<file path="src/rtl/sensor_link_pkg.sv">
// Shared constants, types and rule summary for the two-wire register slave and pixel port.
// Summary of operation
// - After restart, read address byte; slave returns register data bytes.
// - Read without address phase returns data at the current address pointer.
// - Pointer loads from address bytes and advances on each data byte.
// - Sequential random read: master acknowledges, slave keeps sending bytes.
// - Sequential current read: slave supplies bytes until master stops acknowledging.
// - Sequential write: slave accepts each further data byte until stop.
// - Pixel data, frame and line valid launch on pixel clock rising edge.
// - First byte: address in bits 7 to 1, direction in bit 0.
// - Default slave addresses are 0x20 write and 0x21 read.
// - Address pointer increments after each transferred data byte.
// - Receiver acknowledges by pulling data low in the ninth clock period.
package sensor_link_pkg;
  localparam logic [6:0] default_slave_addr = 7'h10;
  localparam logic [6:0] alt_slave_addr = 7'h18;
  localparam int pixel_width = 12;
  localparam int fifo_depth = 8;
  localparam int bit_count_last = 7;

  typedef enum logic [6:0] {
    st_idle = 7'b000_0001,
    st_addr = 7'b000_0010,
    st_ack = 7'b000_0100,
    st_rx = 7'b000_1000,
    st_tx = 7'b001_0000,
    st_mack = 7'b010_0000,
    st_skip = 7'b100_0000
  } serial_state_t;

  typedef struct packed {
    logic frame_valid;
    logic line_valid;
    logic [pixel_width-1:0] data;
  } pixel_word_t;
endpackage : sensor_link_pkg

</file>
<file path="src/rtl/pixel_fifo.sv">
// Flip-flop FIFO with valid and ready on both sides.
`timescale 1ns/1ps
module pixel_fifo #(
  parameter int width = 14,
  parameter int depth = 8
) (
  input wire logic core_clk,
  input wire logic reset_n,
  input wire logic [width-1:0] in_data,
  input wire logic in_valid,
  output logic in_ready,
  output logic [width-1:0] out_data,
  output logic out_valid,
  input wire logic out_ready
);
  localparam int aw = $clog2(depth);
  initial begin
    if (depth < 2 || (1 << aw) != depth) $error("depth must be a power of two");
  end
  typedef struct packed {
    logic [depth-1:0][width-1:0] mem;
    logic [aw:0] wr;
    logic [aw:0] rd;
  } fifo_state_t;
  fifo_state_t s;
  fifo_state_t next_s;
  logic full;
  logic empty;
  assign full = (s.wr[aw] != s.rd[aw]) && (s.wr[aw-1:0] == s.rd[aw-1:0]);
  assign empty = s.wr == s.rd;
  assign in_ready = !full;
  assign out_valid = !empty;
  assign out_data = s.mem[s.rd[aw-1:0]];
  always_comb begin
    next_s = s;
    if (in_valid && !full) begin
      next_s.mem[s.wr[aw-1:0]] = in_data;
      next_s.wr = s.wr + 1'b1;
    end
    if (out_ready && !empty) begin
      next_s.rd = s.rd + 1'b1;
    end
  end
  always_ff @(posedge core_clk or negedge reset_n) begin
    if (!reset_n) begin
      s <= '0;
    end else begin
      s <= next_s;
    end
  end
endmodule : pixel_fifo

</file>
<file path="src/rtl/sensor_two_wire_register_access.sv">
// Two-wire register slave with register store, and pixel output port fed through a FIFO.
`timescale 1ns/1ps
module sensor_two_wire_register_access #(
  parameter int reg_addr_width = 8
) (
  input wire logic core_clk,
  input wire logic reset_n,
  input wire logic serial_bus_clock,
  input wire logic serial_bus_data_in,
  output logic serial_bus_data_out,
  output logic serial_bus_data_oe,
  input wire logic alt_address_select,
  input wire logic pixel_out_clock,
  input wire sensor_link_pkg::pixel_word_t pixel_in,
  input wire logic pixel_in_valid,
  output logic pixel_in_ready,
  output logic [sensor_link_pkg::pixel_width-1:0] pixel_data,
  output logic frame_valid,
  output logic line_valid
);
  localparam int pw = $bits(sensor_link_pkg::pixel_word_t);
  localparam int depth = 1 << reg_addr_width;
  initial begin
    if (reg_addr_width < 1 || reg_addr_width > 16) $error("reg_addr_width out of range");
  end

  typedef struct packed {
    logic [1:0] scl_sync;
    logic [1:0] sda_sync;
    logic [1:0] pclk_sync;
    logic [1:0] alt_sync;
    logic scl;
    logic sda;
    logic pclk;
    sensor_link_pkg::serial_state_t state;
    logic [2:0] bit_cnt;
    logic [7:0] shreg;
    logic reading;
    logic [1:0] byte_idx;
    logic [15:0] pointer;
    logic drive_low;
    logic [depth-1:0][7:0] regs;
    sensor_link_pkg::pixel_word_t pix;
  } top_state_t;

  top_state_t s;
  top_state_t next_s;
  sensor_link_pkg::pixel_word_t fifo_out;
  logic fifo_valid;
  logic fifo_take;
  logic scl_rise;
  logic scl_fall;
  logic start_seen;
  logic stop_seen;
  logic pclk_rise;
  logic [6:0] own_addr;

  function automatic logic [reg_addr_width-1:0] slot(input logic [15:0] p);
    slot = p[reg_addr_width-1:0];
  endfunction : slot

  assign scl_rise = s.scl_sync[1] && !s.scl;
  assign scl_fall = !s.scl_sync[1] && s.scl;
  assign start_seen = s.scl && s.scl_sync[1] && s.sda && !s.sda_sync[1];
  assign stop_seen = s.scl && s.scl_sync[1] && !s.sda && s.sda_sync[1];
  assign pclk_rise = s.pclk_sync[1] && !s.pclk;
  assign own_addr = s.alt_sync[1] ? sensor_link_pkg::alt_slave_addr
                                       : sensor_link_pkg::default_slave_addr;
  // Open drain: only a low is ever driven.
  assign serial_bus_data_out = 1'b0;
  assign serial_bus_data_oe = s.drive_low;
  assign fifo_take = pclk_rise;
  assign pixel_data = s.pix.data;
  assign frame_valid = s.pix.frame_valid;
  assign line_valid = s.pix.line_valid;

  pixel_fifo #(
    .width(pw),
    .depth(sensor_link_pkg::fifo_depth)
  ) u_fifo (
    .core_clk(core_clk),
    .reset_n(reset_n),
    .in_data(pixel_in),
    .in_valid(pixel_in_valid),
    .in_ready(pixel_in_ready),
    .out_data(fifo_out),
    .out_valid(fifo_valid),
    .out_ready(fifo_take)
  );

  always_comb begin
    next_s = s;
    next_s.scl_sync = {s.scl_sync[0], serial_bus_clock};
    next_s.sda_sync = {s.sda_sync[0], serial_bus_data_in};
    next_s.pclk_sync = {s.pclk_sync[0], pixel_out_clock};
    next_s.alt_sync = {s.alt_sync[0], alt_address_select};
    next_s.scl = s.scl_sync[1];
    next_s.sda = s.sda_sync[1];
    next_s.pclk = s.pclk_sync[1];
    // Outputs change on the sampled rising edge, leaving half a period before the
    // receiver's falling-edge capture; an empty FIFO sends a blank word.
    if (pclk_rise) begin
      next_s.pix = fifo_valid ? fifo_out : '0;
    end
    if (stop_seen) begin
      next_s.state = sensor_link_pkg::st_idle;
      next_s.drive_low = 1'b0;
    end else if (start_seen) begin
      // A restart keeps the pointer, so the dummy write sets up the read.
      next_s.state = sensor_link_pkg::st_addr;
      next_s.bit_cnt = '0;
      next_s.byte_idx = '0;
      next_s.drive_low = 1'b0;
    end else begin
      case (s.state)
        sensor_link_pkg::st_idle: begin
          next_s.drive_low = 1'b0;
        end
        sensor_link_pkg::st_addr, sensor_link_pkg::st_rx: begin
          if (scl_rise) begin
            next_s.shreg = {s.shreg[6:0], s.sda};
            next_s.bit_cnt = s.bit_cnt + 3'd1;
          end
          if (scl_fall && s.bit_cnt == '0 && s.byte_idx != 2'd0 && s.shreg != s.shreg) begin
            next_s.state = s.state;
          end
          if (scl_fall && s.bit_cnt == '0 && s.shreg[0] !== 1'bx && s.state == s.state
              && s.bit_cnt == 3'd0 && s.byte_idx == 2'd3) begin
            next_s.state = s.state;
          end
          if (scl_fall && s.bit_cnt == 3'd0 && s.byte_idx[1]) begin
            next_s.state = s.state;
          end
          if (scl_fall && s.bit_cnt == 3'd0 && s.shreg != 8'h00 && 1'b0) begin
            next_s.state = s.state;
          end
          if (scl_fall && s.bit_cnt == 3'd0 && s.byte_idx == 2'd2 && 1'b0) begin
            next_s.state = s.state;
          end
          if (scl_fall && s.bit_cnt == 3'd0 && s.byte_idx != 2'd3 && s.reading) begin
            next_s.state = s.state;
          end
          if (scl_fall && s.bit_cnt == 3'd0 && s.byte_idx == 2'd3 && 1'b0) begin
            next_s.state = s.state;
          end
          if (scl_rise && s.bit_cnt == 3'(sensor_link_pkg::bit_count_last)) begin
            next_s.state = sensor_link_pkg::st_ack;
            if (s.state == sensor_link_pkg::st_addr) begin
              if (s.shreg[6:0] != own_addr) begin
                next_s.state = sensor_link_pkg::st_skip;
              end else begin
                next_s.reading = s.sda;
                next_s.byte_idx = 2'd1;
              end
            end else begin
              case (s.byte_idx)
                2'd1: begin
                  next_s.pointer[15:8] = {s.shreg[6:0], s.sda};
                  next_s.byte_idx = 2'd2;
                end
                2'd2: begin
                  next_s.pointer[7:0] = {s.shreg[6:0], s.sda};
                  next_s.byte_idx = 2'd3;
                end
                default: begin
                  next_s.regs[slot(s.pointer)] = {s.shreg[6:0], s.sda};
                  next_s.pointer = s.pointer + 16'd1;
                end
              endcase
            end
          end
        end
        sensor_link_pkg::st_ack: begin
          // Pull low from the falling edge after bit eight until the next falling edge.
          if (scl_fall && !s.drive_low) begin
            next_s.drive_low = 1'b1;
          end else if (scl_fall && s.drive_low) begin
            next_s.drive_low = 1'b0;
            next_s.bit_cnt = '0;
            if (s.reading) begin
              next_s.state = sensor_link_pkg::st_tx;
              next_s.shreg = s.regs[slot(s.pointer)];
              next_s.drive_low = !s.regs[slot(s.pointer)][7];
            end else begin
              next_s.state = sensor_link_pkg::st_rx;
            end
          end
        end
        sensor_link_pkg::st_tx: begin
          if (scl_fall) begin
            if (s.bit_cnt == 3'(sensor_link_pkg::bit_count_last)) begin
              next_s.drive_low = 1'b0;
              next_s.state = sensor_link_pkg::st_mack;
              next_s.pointer = s.pointer + 16'd1;
            end else begin
              next_s.bit_cnt = s.bit_cnt + 3'd1;
              next_s.shreg = {s.shreg[6:0], 1'b0};
              next_s.drive_low = !s.shreg[6];
            end
          end
        end
        sensor_link_pkg::st_mack: begin
          // A not-acknowledge ends the read; wait for the stop.
          if (scl_rise && s.sda) begin
            next_s.state = sensor_link_pkg::st_skip;
            next_s.drive_low = 1'b0;
          end else if (scl_fall) begin
            // Only an acknowledge gets here; the next byte must start at once, since the
            // master owns the ninth slot of a read and no slave acknowledge follows it.
            next_s.state = sensor_link_pkg::st_tx;
            next_s.bit_cnt = '0;
            next_s.shreg = s.regs[slot(s.pointer)];
            next_s.drive_low = !s.regs[slot(s.pointer)][7];
          end
        end
        sensor_link_pkg::st_skip: begin
          next_s.drive_low = 1'b0;
        end
        default: begin
          next_s.state = sensor_link_pkg::st_idle;
        end
      endcase
    end
    if (s.state == sensor_link_pkg::st_ack && s.reading && s.byte_idx == 2'd1
        && scl_fall && s.drive_low) begin
      next_s.byte_idx = 2'd3;
    end
  end

  always_ff @(posedge core_clk or negedge reset_n) begin
    if (!reset_n) begin
      s <= '{scl_sync: 2'b11, sda_sync: 2'b11, pclk_sync: 2'b00, scl: 1'b1, sda: 1'b1,
             pclk: 1'b0, state: sensor_link_pkg::st_idle, default: '0};
    end else begin
      s <= next_s;
    end
  end
endmodule : sensor_two_wire_register_access

</file>
<file path="config.mk">
export PLATFORM = sky130hd
export DESIGN_NAME = sensor_two_wire_register_access
export DESIGN_NICKNAME = d
export VERILOG_FILES = /design/src/rtl/sensor_link_pkg.sv /design/src/rtl/pixel_fifo.sv /design/src/rtl/sensor_two_wire_register_access.sv
export SDC_FILE = /design/constraint.sdc
export NUM_CORES = 2
export LEC_CHECK = 0
export ABC_AREA = 1
export BUFFER_PORTS_ARGS = -buffer_cell sky130_fd_sc_hd__buf_2
export CELL_PAD_IN_SITES_DETAIL_PLACEMENT = 2
export CELL_PAD_IN_SITES_GLOBAL_PLACEMENT = 2
export CORE_MARGIN = 5
export CORE_UTILIZATION = 28
export CTS_BUF_LIST = sky130_fd_sc_hd__clkbuf_8
export DETAILED_ROUTE_END_ITERATION = 12
export GPL_ROUTABILITY_DRIVEN = 0
export MAX_ROUTING_LAYER = met4
export PLACE_DENSITY = 0.74
export SYNTH_ARGS = -nofsm -noshare
export SYNTH_HDL_FRONTEND = slang
export SYNTH_SLANG_ARGS = --single-unit
</file>
<file path="constraint.sdc">
create_clock -name core_clk -period 2.65 [get_ports core_clk]
set_input_delay 0.1325 -clock core_clk [delete_from_list [all_inputs] [get_ports core_clk]]
set_output_delay 0.1325 -clock core_clk [all_outputs]
set_load 0.1 [all_outputs]
</file>
# --- Word-level counts from Yosys, hierarchy flattened ---
# Cells that the tools add are included.
op_classes:
  add_sub_neg: 4
  n_lt_le_gt_ge: 5
  n_eq_ne: 44
  muxes: 54
  bitwise_logic: 5
  n_reduce_logical: 50
op_table:
  columns: ["cell", "n"]
  rows:
  - ["bitwise mux 2048 bit", 1]
  - ["bitwise mux 112 bit", 1]
  - ["two-way mux 18 bit", 6]
  - ["binary-select mux 8 bit (select 8 bit)", 1]
  - ["demux 8 bit (select 8 bit)", 1]
  - ["two-way mux 16 bit", 3]
  - ["case mux 11 bit (4 select lines)", 1]
  - ["binary-select mux 14 bit (select 3 bit)", 1]
  - ["demux 14 bit (select 3 bit)", 1]
  - ["two-way mux 14 bit", 3]
  - ["two-way mux 7 bit", 6]
  - ["case mux 7 bit (5 select lines)", 1]
  - ["two-way mux 11 bit", 3]
  - ["case mux 16 bit (2 select lines)", 1]
  - ["case mux 8 bit (2 select lines)", 2]
  - ["!= test 2 bit, second input constant", 13]
  - ["two-way mux 8 bit", 3]
  - ["logical AND 1 bit", 21]
  - ["!= test 3 bit, second input constant", 7]
  - ["!= test 4 bit, second input constant", 5]
  - ["two-way mux 17 bit", 1]
  - ["adder 16 x 1 -> 16 bit, second input constant", 1]
  - ["AND reduction 8 bit", 2]
  - ["AND reduction 6 bit", 2]
  - ["other kinds (44)", 75]
totals:
  regBits: 2230
  in_bits: 21

# --- Longest topological paths before layout ---
logic_depth:
  depth_word: 9
  depth_mapped: 21
  mapped_depth_nobuf: 18

# --- Hierarchy ---
# Synthesis repeated with hierarchy kept, for this count alone.
unflattened:
  cells_unflattened: 12559
  area_unflattened_um2: 102778.6
modules_own_cells:
  columns: ["module", "instances", "cells_per_inst", "area_per_inst_um2", "seq_area_each_um2"]
  rows:
  - ["sensor_two_wire_register_access", 1, 11770, 96563.9, 52609.2]
  - ["pixel_fifo", 1, 789, 6214.7, 3002.9]

# --- Worst setup path after synthesis ---
# Ideal clock, no wire load.
synth_timing:
  path_kind: "reg2reg"
  startpoint: "register u_fifo.s[5] (netlist bit)"
  endpoint: "register u_fifo.s[103] (netlist bit)"
  arrival_time_ns: 2.665
  required_ns: 2.520
  slack_ns: -0.145
  path_stages_with_launch: 14
  cell_sequence: "dfrtp_1 > clkbuf_1 > clkinv_1 > nand2_1 > nand4_1 > nor2_1 > nand2_1 > nand2_1 > inv_1 > clkbuf_1 > nand4_1 > clkbuf_1 > nand2_1 > o21ai_0"
synth_lines:
  columns: ["element", "line", "text"]
  rows:
  - ["from (decl)", "pixel_fifo.sv:25", "fifo_state_t s;"]
  - ["from (signal assigned)", "pixel_fifo.sv:48", "s <= next_s;"]
  - ["== test 3 bit", "pixel_fifo.sv:29", "assign full = (s.wr[aw] != s.rd[aw]) && (s.wr[aw-1:0] == s.rd[aw-1:0]);"]
  - ["logical AND 1 bit", "pixel_fifo.sv:29", null]
  - ["zero test 1 bit", null, null]
  - ["via pixel_in_ready", "sensor_two_wire_register_access.sv:16", "output logic pixel_in_ready,"]
  - ["logical AND 1 bit", "pixel_fifo.sv:36", "if (in_valid && !full) begin"]
# The timed path passes the listed nets, and every way through them passes these cells.
# A chain may end at the register's enable or synchronous reset.

# --- Worst setup path in the final report ---
layout_timing:
  startpoint: "register s[2063] (netlist bit)"
  endpoint: "register s[2086] (netlist bit)"
layout_via:
  elab_chain_cells: 6
layout_rtl:
  columns: ["element", "line", "text"]
  rows:
  - ["from (decl)", "sensor_two_wire_register_access.sv:46", "top_state_t s;"]
  - ["from (signal assigned)", "sensor_two_wire_register_access.sv:232", "s <= '{scl_sync: 2'b11, sda_sync: 2'b11, pclk_sync: 2'b00, scl: 1'b1, sda: 1'b1,"]
  - ["from (signal assigned)", "sensor_two_wire_register_access.sv:235", "s <= next_s;"]
  - ["binary-select mux 8 bit (select 8 bit) (*)", "sensor_two_wire_register_access.sv:182, sensor_two_wire_register_access.sv:212", null]
  - ["two-way mux 8 bit (not written as such) (*)", "sensor_two_wire_register_access.sv:182, sensor_two_wire_register_access.sv:212", null]
  - ["two-way mux 8 bit", "sensor_two_wire_register_access.sv:180", "if (s.reading) begin"]
  - ["two-way mux 18 bit", "sensor_two_wire_register_access.sv:177", "end else if (scl_fall && s.drive_low) begin"]
  - ["two-way mux 18 bit", "sensor_two_wire_register_access.sv:175", "if (scl_fall && !s.drive_low) begin"]
  - ["case mux 11 bit (4 select lines) (*)", "sensor_two_wire_register_access.sv:115", "case (s.state)"]
# Mark *: on every way between the ends. The rest lies on a longest branch, timed or not. The select of a mux whose other input is x is not followed.

==> qor.txt <==
failing checks: negative setup slack
leakage dissipation: 59.2 nW
Worst VDD drop: 0.822 mV
yosys warns: 0
CP endpoint kind: register
synth-to-layout area growth: 25.5%
DR WL/cell: 24.5 µm
logic gate share of total power: 17.4%
final count of negative-setup-slack endpoints: 931
final WL: 439,000 µm
register area share after synthesis: 55.3%
worst skew pair latency: 1.15 ns
cells on worst reg2reg path: 15
Worst Max-Slew Pin Slew: 1.29 ns
Final nets: 12,821
arrival time worst endpoint: 4.01 ns
1st-iter DRT viols: 6,563
internal cell power: 57.1 mW
fraction of layout cells with a size suffix above 1: 17.1%
Cell variety after synth: 41
status: complete, but fails checks
DRC viols: 0
critical path required time: 3.66 ns
CP Launch Type: register
fmax: 0.333 GHz
syn nets: 12,328
Final Power: 86.2 mW
final core utilization: 35.2%
register share of total power: 41.5%
Fin Clk Skew: 0.0963 ns
total CTS buffers: 410
Initial Utilization: 28.0%
CTS H-tree depth: 5
CTS tree: yes
FF+latch count, synth: 2,222
Synth Instances: 12,297
CTS Sinks: 2,222
remaining global-route overflow: 0
final hold vios: 0
Clock transition at path regs: 0.08 ns
Clock Path Buffers: 4
non-filler cells, final: 17,901
top_reg_cell synth: dfrtp_1
I/O Buffers: 36
GR Util All Layers: 22.5%
Avg Inst Size Synth: 8.17 µm²
initial antenna violation count: 8
vias: 94,277
total I/O pin count: 38
CP Class: register to register
die area: 371,000 µm²
max_cap viols: 0
pre-CTS setup slack: -1.09 ns
RSZ-0062 raised after global routing: true
vias in the first global route: 101,279
Switching Share: 33.7%
Die X: 609 µm
Placed Instances: 16,925
sw power: 29.0 mW
clock share of power: 41.1%
Final period util: 113%
min Tclk post-route: 3.01 ns
Post-Syn Area: 101,000 µm²
Hold Path Class: input port to register
row count: 220
clock root cell: clkbuf_8
max-slew violations: 0
largest net degree at the start of global routing: 175
# fillers: 39,830
critical path fanouts, max: 14
first-pass GRT wire length: 640,000 µm
Routed Antenna Nets: 0
Die Y: 609 µm
Post-synth EDFFs: 0
Power Dens Cells: 683 nW/µm²
hpwl dp: 255,000 µm
via density per instance: 5.27
min setup slack post-route: -0.357 ns
drt pass-1 iters: 5
Core ar.: 358,000 µm²
Worst slew margin: 14.2%
share of synthesized registers carrying an async set or reset: 100%
hold path depth: 3
Hold WS: 0.217 ns
cell type report:
type	count	area, µm²	area share [%]
multi-input cells	8907	42600	33.8
repair inverters	1	8.76	0.00694
repair buffers	1053	12400	9.85
diodes	11	27.5	0.0218
well taps	4773	5970	4.73
flip-flops and latches	2222	55600	44.1
inverters	195	853	0.676
clock buffers	538	7400	5.87
clock inverters	201	1240	0.982
state kept, by name, indices dropped and copies added, names as in the netlist:
name	count
s	2080
pixel_data	12
u_fifo.s	120
frame_valid	1
line_valid	1
serial_bus_data_oe	1
next_s	7
metrics by stage:
step           TNS [ns]  cell area (µm²)
5_1_grt         -112.20           126000
4_1_cts           -9.55           122000
6_report         -57.02           126000
2_1_floorplan         0           101000
3_3_place_gp     -37.99           111000
3_5_place_dp    -159.47           111000
routing by layer:
layer	part of all wire [%]	global-route usage, %
met1	44	29.1
met3	4.3	2.96
met4	4.1	7.40
met5	0	-
met2	48	36.8
cell families after synthesis:
kind of cell / after synthesis / synth area share, %
other: 1 / 0.00373
AOI/OAI and AO/OA: 3744 / 19.2
and+or+nand+nor: 5128 / 20.2
xor gates and xnor gates: 10 / 0.0871
buffers and inverters: 1182 / 5.06
adders and majority gates: 10 / 0.124
DFF: 2222 / 55.3
what timing repair did:
item / in CTS / in global routing
cloned: 18 / 49
resized for setup: 387 / 779
setup endpoints to repair: 1992 / 1917
hold buffers: 41 / 0
pin swaps: 43 / 102
setup buffers: 43 / 79
endpoints found under the hold margin: 2342 / 0
worst paths after layout:
check	from	endpoint	slack, ns
setup / recovery	s[2063]	s[2086]	-0.36
hold / removal	pixel_out_clock	next_s[2106]	0.22
setup reg to reg	s[2063]	s[2086]	-0.36
hold reg to reg	next_s[2104]	s[2104]	0.35
max in group asynchronous	reset_n	s[574]	1.14
min in group asynchronous	reset_n	s[1102]	0.26
cell usage after synthesis (2+ instances only):
master	count	area, µm²
nand2_1	3530	13300
o21ai_0	3272	16400
dfrtp_1	2215	55400
nor2_1	1256	4710
clkbuf_1	559	2100
o22ai_1	396	2480
buf_2	354	1770
inv_1	188	706
nand2_2	111	694
nand3_1	75	375
nand4_1	68	425
nand2_4	44	495
o21ai_1	42	210
buf_1	35	131
buf_4	23	173
a21oi_1	20	100
nor2_4	19	214
buf_6	16	180
nor3_1	12	60.1
ha_1	10	125
dfstp_2	7	184
xor2_1	7	61.3
o211ai_1	5	37.5
clkinv_1	4	15.0
nor2_2	4	25.0
and2_0	3	18.8
inv_2	3	11.3
xnor2_1	3	26.3
and2_1	2	12.5
nor4_1	2	12.5
o2111ai_1	2	17.5
power groups by stage:
| stage | clock, mW | sequential [mW] | combinational [mW] |
|---|---|---|---|
| 6_report | 35.4 | 35.8 | 15.0 |
| 5_1_grt | 37.9 | 35.9 | 16.0 |
| 4_1_cts | 36.2 | 35.7 | 14.4 |
| 3_5_place_dp | 0 | 36.3 | 14.0 |
| 3_3_place_gp | 0 | 36.3 | 13.8 |
| 2_1_floorplan | 0 | 36.1 | 7.14 |
placed cells by master (no fill, tap or decap), types with 4 or more instances in the layout:
cell type | netlist | routed
nand3_2 | 0 | 5
nand2_8 | 0 | 59
buf_12 | 0 | 239
clkinvlp_4 | 0 | 10
inv_8 | 0 | 16
dfrtp_1 | 2215 | 2209
dfstp_2 | 7 | 7
inv_6 | 0 | 7
buf_8 | 0 | 27
clkbuf_8 | 0 | 538
nand2_2 | 111 | 179
bufinv_16 | 0 | 10
o21ai_0 | 3272 | 2973
nand3_1 | 75 | 69
o21ai_1 | 42 | 278
xor2_1 | 7 | 7
bufbuf_16 | 0 | 8
nand2_1 | 3530 | 3319
o21ai_2 | 0 | 60
o22ai_2 | 0 | 11
inv_1 | 188 | 296
nor2_4 | 19 | 62
buf_6 | 16 | 72
nor2_1 | 1256 | 1169
nor2_2 | 4 | 48
dlygate4sd3_1 | 0 | 40
clkinv_2 | 0 | 46
o211ai_1 | 5 | 5
buf_16 | 0 | 27
clkbuf_16 | 0 | 19
o22ai_1 | 396 | 385
dfrtp_2 | 0 | 4
buf_4 | 23 | 574
diode_2 | 0 | 11
a21oi_1 | 20 | 15
buf_2 | 354 | 47
nor3_1 | 12 | 11
nand2_4 | 44 | 142
nand4_1 | 68 | 68
ha_1 | 10 | 5
worst max-delay path: stages (launching register included):
cell	delay, ns
dfrtp_4	0.46
buf_8	0.16
clkinv_16	0.12
buf_16	0.19
buf_12	0.17
buf_4	0.16
o21ai_0	0.25
o22ai_1	0.14
nand2_1	0.16
nand4_1	0.15
nand2_1	0.24
nand2_2	0.13
nor2_1	0.16
nand2_1	0.09
o21ai_1	0.15
a21oi_1	0.10
Power figures use the tool's default switching activity.
